--- src/common/fil_pkg.sv ---
package fil_pkg;

    // ------------------------------------------------------------
    // timing
    // ------------------------------------------------------------
    localparam int unsigned CLK_HZ         = 200_000_000;
    localparam int unsigned REF_HZ         = 20_000_000;
    localparam int unsigned IDLE_HZ        = 1_000_000;
    // reference edges per idle half period
    localparam int unsigned IDLE_HALF      = REF_HZ / (2 * IDLE_HZ);
    // activity timeout, in ns
    localparam int unsigned ACT_TMO_NS     = 400;
    // light timeout, in ns
    localparam int unsigned LIGHT_TMO_NS   = 5000;
    localparam int unsigned CLK_PERIOD_NS  = 1_000_000_000 / CLK_HZ;
    localparam int unsigned ACT_TMO_CYC    = ACT_TMO_NS / CLK_PERIOD_NS;
    localparam int unsigned LIGHT_TMO_CYC  = LIGHT_TMO_NS / CLK_PERIOD_NS;
    // high-pass filter: pulses shorter than this are transitions
    localparam int unsigned HPF_MAX_CYC    = 4000;

    localparam int unsigned CNT_W          = 13;
    localparam logic [2:0]  TEST_RESET     = 3'h0;
    localparam logic [2:0]  TEST_NORMAL    = 3'h7;

    // ------------------------------------------------------------
    // types
    // ------------------------------------------------------------
    typedef struct packed {
        logic       tx_data;
        logic       tx_idle_wave;
        logic       fiber_tx;
        logic       active;
        logic       light_ok;
        logic [2:0] test_mode;
    } fil_out_t;

    typedef struct packed {
        logic [1:0]       ref_sync;
        logic [1:0]       tp_sync;
        logic [1:0]       rx_sync;
        logic             ref_last;
        logic             rx_last;
        logic [4:0]       div_cnt;
        logic             idle_wave;
        logic [CNT_W-1:0] hpf_cnt;
        fil_out_t         out;
    } fil_state_t;

endpackage

--- src/logic/fil_retrig.sv ---
module fil_retrig #(
    parameter int unsigned CNT_W = 13,
    parameter int unsigned LIMIT = 1
) (
    // clock and reset
    input  wire logic             core_clk,
    input  wire logic             rst_b,
    // trigger
    input  wire logic             trig,
    // status
    output logic                  alive
);
    localparam logic [CNT_W-1:0] LIM = CNT_W'(LIMIT);

    typedef struct packed {
        logic [CNT_W-1:0] cnt;
        logic             alive;
    } fil_retrig_t;

    fil_retrig_t st;
    fil_retrig_t next_st;

    // ------------------------------------------------------------
    // retriggerable timeout
    // ------------------------------------------------------------
    always_comb begin
        next_st = st;
        if (trig) begin
            next_st.cnt   = '0;
            next_st.alive = 1'b1;
        end else if (st.cnt >= LIM) begin
            next_st.alive = 1'b0;
        end else begin
            next_st.cnt = st.cnt + CNT_W'(1);
        end
    end

    always_ff @(posedge core_clk or negedge rst_b) begin
        if (!rst_b) begin
            st <= '{cnt: LIM, alive: 1'b0};
        end else begin
            st <= next_st;
        end
    end

    assign alive = st.alive;
endmodule

--- src/logic/fil_top.sv ---
module fil_top (
    // clock and reset
    input  wire logic       core_clk,
    input  wire logic       rst_b,
    // reference and repeater side
    input  wire logic       ref_clk_in,
    input  wire logic       tp_tx_in,
    // fiber side
    input  wire logic       fiber_rx_in,
    output logic            fiber_tx_out,
    // repeater control and indicators
    output logic            test_mode_pin_0,
    output logic            test_mode_pin_1,
    output logic            test_mode_pin_2,
    output logic            low_light_indicator,
    output logic            tx_active
);
    fil_pkg::fil_state_t st;
    fil_pkg::fil_state_t next_st;
    logic                ref_rise;
    logic                tp_edge;
    logic                rx_edge;
    logic                rx_pass;
    logic                act_alive;
    logic                light_alive;

    // ------------------------------------------------------------
    // edge events
    // ------------------------------------------------------------
    assign ref_rise = st.ref_sync[1] & ~st.ref_last;
    assign tp_edge  = st.tp_sync[1] ^ st.out.tx_data;
    assign rx_edge  = st.rx_sync[1] ^ st.rx_last;
    assign rx_pass  = rx_edge && (st.hpf_cnt < fil_pkg::CNT_W'(fil_pkg::HPF_MAX_CYC));

    // ------------------------------------------------------------
    // detectors
    // ------------------------------------------------------------
    fil_retrig #(
        .CNT_W (fil_pkg::CNT_W),
        .LIMIT (fil_pkg::ACT_TMO_CYC)
    ) u_act (
        .core_clk (core_clk),
        .rst_b    (rst_b),
        .trig     (tp_edge),
        .alive    (act_alive)
    );

    fil_retrig #(
        .CNT_W (fil_pkg::CNT_W),
        .LIMIT (fil_pkg::LIGHT_TMO_CYC)
    ) u_light (
        .core_clk (core_clk),
        .rst_b    (rst_b),
        .trig     (rx_pass),
        .alive    (light_alive)
    );

    // ------------------------------------------------------------
    // next state
    // ------------------------------------------------------------
    always_comb begin
        next_st = st;
        next_st.ref_sync = {st.ref_sync[0], ref_clk_in};
        next_st.tp_sync  = {st.tp_sync[0], tp_tx_in};
        next_st.rx_sync  = {st.rx_sync[0], fiber_rx_in};
        next_st.ref_last = st.ref_sync[1];
        next_st.rx_last  = st.rx_sync[1];
        next_st.out.tx_data = st.tp_sync[1];
        if (ref_rise) begin
            if (st.div_cnt == 5'(fil_pkg::IDLE_HALF - 1)) begin
                next_st.div_cnt   = '0;
                next_st.idle_wave = ~st.idle_wave;
            end else begin
                next_st.div_cnt = st.div_cnt + 5'h01;
            end
        end
        // pulse width counter, saturating; long levels are blocked
        if (rx_edge) begin
            next_st.hpf_cnt = '0;
        end else if (st.hpf_cnt != {fil_pkg::CNT_W{1'b1}}) begin
            next_st.hpf_cnt = st.hpf_cnt + fil_pkg::CNT_W'(1);
        end
        next_st.out.active       = act_alive;
        next_st.out.tx_idle_wave = st.idle_wave;
        next_st.out.fiber_tx     = act_alive ? st.out.tx_data : st.idle_wave;
        next_st.out.light_ok     = light_alive;
        next_st.out.test_mode    = light_alive ? fil_pkg::TEST_NORMAL
                                               : fil_pkg::TEST_RESET;
    end

    always_ff @(posedge core_clk or negedge rst_b) begin
        if (!rst_b) begin
            st <= '0;
        end else begin
            st <= next_st;
        end
    end

    // ------------------------------------------------------------
    // outputs
    // ------------------------------------------------------------
    assign fiber_tx_out        = st.out.fiber_tx;
    assign test_mode_pin_0     = st.out.test_mode[0];
    assign test_mode_pin_1     = st.out.test_mode[1];
    assign test_mode_pin_2     = st.out.test_mode[2];
    assign low_light_indicator = st.out.light_ok;
    assign tx_active           = st.out.active;
endmodule

--- config.mk ---
export PLATFORM = sky130hd
export DESIGN_NAME = fil_top
export DESIGN_NICKNAME = d
export VERILOG_FILES = /design/src/common/fil_pkg.sv /design/src/logic/fil_retrig.sv /design/src/logic/fil_top.sv
export SDC_FILE = /design/constraint.sdc
export NUM_CORES = 1
export LEC_CHECK = 0
export BUFFER_PORTS_ARGS = -buffer_cell sky130_fd_sc_hd__buf_2
export CAP_MARGIN = 20
export CORE_ASPECT_RATIO = 1.4
export CORE_MARGIN = 3
export CORE_UTILIZATION = 65
export DETAILED_ROUTE_END_ITERATION = 16
export PLACE_DENSITY_LB_ADDON = 0.08
export SKIP_LAST_GASP = 1
export SYNTH_ARGS = -nofsm -noshare
export SYNTH_HDL_FRONTEND = slang
export SYNTH_SLANG_ARGS = --single-unit
--- constraint.sdc ---
create_clock -name core_clk -period 3.21 [get_ports core_clk]
set_clock_uncertainty 0.05 [all_clocks]
set_input_delay 0.642 -clock core_clk [delete_from_list [all_inputs] [get_ports core_clk]]
set_output_delay 0.642 -clock core_clk [all_outputs]
set_load 0.03 [all_outputs]
==> results by group <==
Run status
  • Status: completed

GRT
  • Largest net degree at the start of global routing: 35
  • GRT overflow: 0
  • Gr usage total: approximately 21%
  • First-pass GRT wire length: around 7.4 mm
  • Antenna violations before repair: 0
  • Vias in the first global route: about 1700

Die
  • Core Box Area: around 3800 sq um
  • DIE WIDTH: 59.72 um
  • Die height: ~81 um
  • Starting density of the core: 69.60%
  • Die area: between 4000 and 5000 sq um
  • Io pins: 11
  • Row Count: 26

CTS
  • Max Buffers Root-to-Sink: 2
  • Num CTS Buffers: 9
  • Clock Tree Root: clkbuf_8
  • Max H-tree Level: 3
  • CTS tree: yes
  • Setup Buffers After CTS: 0
  • Worst-path clk slew: approximately 0.06 ns
  • Worst-Skew Late Latency: ~0.33 ns
  • Hold-fix buffers, CTS: 0
  • Clock sinks: roughly 60
  • Resized cells post-CTS: 0

Yosys
  • #FFs+latches synth: between 50 and 60
  • FFs w/ async S/R, synth: 100.0%
  • Synth area leader: dfrtp_1
  • Top cell type's share of synthesized area: a little under 50%
  • Synth unique cells: 40
  • Post-Syn Area: approximately 2600 sq um
  • Synth warn: 0
  • Syn Area/Cell: roughly 11 sq um
  • Top post-synthesis cells by count: 51 x dfrtp_1, 15 x nand2_1, 14 x nor2_1, 14 x o21ai_0, 13 x a21oi_1
  • Mapped Cells: 240
  • Most frequent cell after synthesis: dfrtp_1
  • Largest cells by area after synthesis: dfrtp_1 49%, dfstp_2 8.0%, ha_1 3.3%
  • Syn nets: roughly 250
  • Top_reg_cell synth: dfrtp_1
  • Post-synth EDFFs: 0
  • Post-synthesis sequential area ratio: a little under three fifths

Route
  • Vias per inst: between 6 and 7
  • Post-route ant nets: 0
  • Drt wl/cell: between 10 and 15 um
  • DRC: 0
  • DRT Pass-1 Iters: 4
  • Via count of the routed design: about 1900
  • Iteration-0 DRC Markers: 46
  • Post-Route WL: between 4 and 5 mm

Timing
  • Post-Route Setup TNS: 0 ns
  • Fin crit share: between 50% and 60%
  • Final min period: approximately 1.8 ns
  • Fin. Hold Viols: 0
  • Worst-margin pin slew: around 0.8 ns
  • Slew Limit Fails: 0
  • F_max: 0.5463 GHz
  • Relative slew slack: around 46%
  • Final setup fails: 0
  • RSZ-0062 raised after global routing: false

Finish
  • Area grow syn2layout: 11.82%
  • Proportion of layout cells with a drive suffix above 1: ~15%
  • Multi-input gate area in the final layout: between 1000 and 1500 sq um
  • N_diodes: 0
  • Final cell count without fillers: 304
  • Sequential Area: 1486 sq um
  • Nets: roughly 270
  • FILL cells: 266

Power
  • Cell Pwr Density: 599.0 nW/um^2
  • Maximum vdd drop: slightly above 600 uV
  • Leak Pwr: about 0.0013 uW

Critical path
  • Crit-path cells: ha_1, nor4b_1, o21ai_1, or4_1, a21oi_1
  • Crit path required time: between 3 and 4 ns
  • Crit-path leading delay family: simple AND/OR/NAND/NOR gates
  • Critical Path AT: between 2 and 2.5 ns
  • CP max FO: 7
  • Crit Path Class: flip-flop to flip-flop
  • Critical path's slowest cell: or4_1
  • CP endpoint kind: flip-flop
  • Crit-path max cell delay: ~0.50 ns
  • Worst setup SP type: flip-flop
  • Crit path buf inv count: 0

Flow run
  • Max Cap Viol: 0

Placement
  • Hpwl dp: about 2.9 mm
  • IO buf count: 10
  • Instance count after placement with tap cells included: roughly 290
  • RD Place Congestion: 0.8500

Min path
  • Hold Crit Class: primary input to async pin
-- per-stage QoR --
step                      hold slack [ns]  worst slack [ns]  area (sq um)  total power (uW)  util, %
after floorplan                    0.2812             1.564          2626             959.4        -
final                              0.2449             1.380          2937              1759    77.82
after global placement             0.2855             1.406          2709              1005    71.78
after global routing               0.2892             1.235          2937              1831    77.82
after CTS                          0.2556             1.366          2937              1776    77.82
after detailed placement           0.2847             1.401          2709              1013    71.78
-- cells by family after synthesis --
group           after synthesis  synth area share, %
flops                        59                56.60
simple gates                 91                20.29
buf+inv                      17                2.906
compound gates               50                11.34
xor+xnor                     13                4.335
mux                           3                1.191
fa+ha+maj                     7                3.335
-- cell type report --
type / count / share of cell area [%]
Clock inverter: 4 / 2.471
Timing Repair Buffer: 12 / 2.216
Clock buffer: 12 / 5.283
Tap cell: 42 / 1.790
Inverter: 11 / 1.406
Sequential cell: 59 / 50.62
Multi-Input combinational cell: 164 / 36.22
-- cells in the final DEF (no fill, tap or decap), drive strengths merged, types with 9 or more instances in the layout --
cell    instances
dfrtp          51
o21ai          16
nand2          15
nor2           14
a21oi          13
clkbuf         12
buf            12
inv            11
nand3           9
or3             9
-- sequential cells by signal (all words and copies together), names as in the netlist --
signal	cells
u_act.st	13
u_act.alive	1
st	21
next_st	7
test_mode_pin_1	1
u_light.alive	1
tx_active	1
u_light.st	13
fiber_tx_out	1
-- metal layers --
metal | vias up | wire, um | GRT usage (%)
li1 | 904 | - | -
met1 | 912 | 1986 | 25.39
met2 | 24 | 2129 | 32.68
met3 | 10 | 125 | 4.293
met4 | 0 | 106 | 11.97
met5 | - | 0 | 0
-- final timing paths --
check	start	endpoint	slack [ns]	cells after the start
max	u_light.st[2]$_DFFE_PN0P_	u_light.st[9]$_DFFE_PN1P_	1.38	5
min	rst_b	st[25]$_DFFE_PN0P_	0.24	1
min in group core_clk	next_st[34]$_DFF_PN0_	next_st[28]$_DFF_PN0_	0.30	0
max reg2reg	u_light.st[2]$_DFFE_PN0P_	u_light.st[9]$_DFFE_PN1P_	1.38	5
max in group asynchronous	rst_b	u_light.st[8]$_DFFE_PN1P_	2.02	2
min reg2reg	next_st[34]$_DFF_PN0_	next_st[28]$_DFF_PN0_	0.30	0
-- report_power, final --
| group | total [uW] | internal [uW] | switching, uW |
|---|---|---|---|
| sequential | 859 | 800 | 59.2 |
| combinational | 140 | 60.3 | 79.5 |
| clock | 760 | 478 | 282 |
| total | 1760 | 1340 | 421 |
Power figures use the tool's default switching activity.
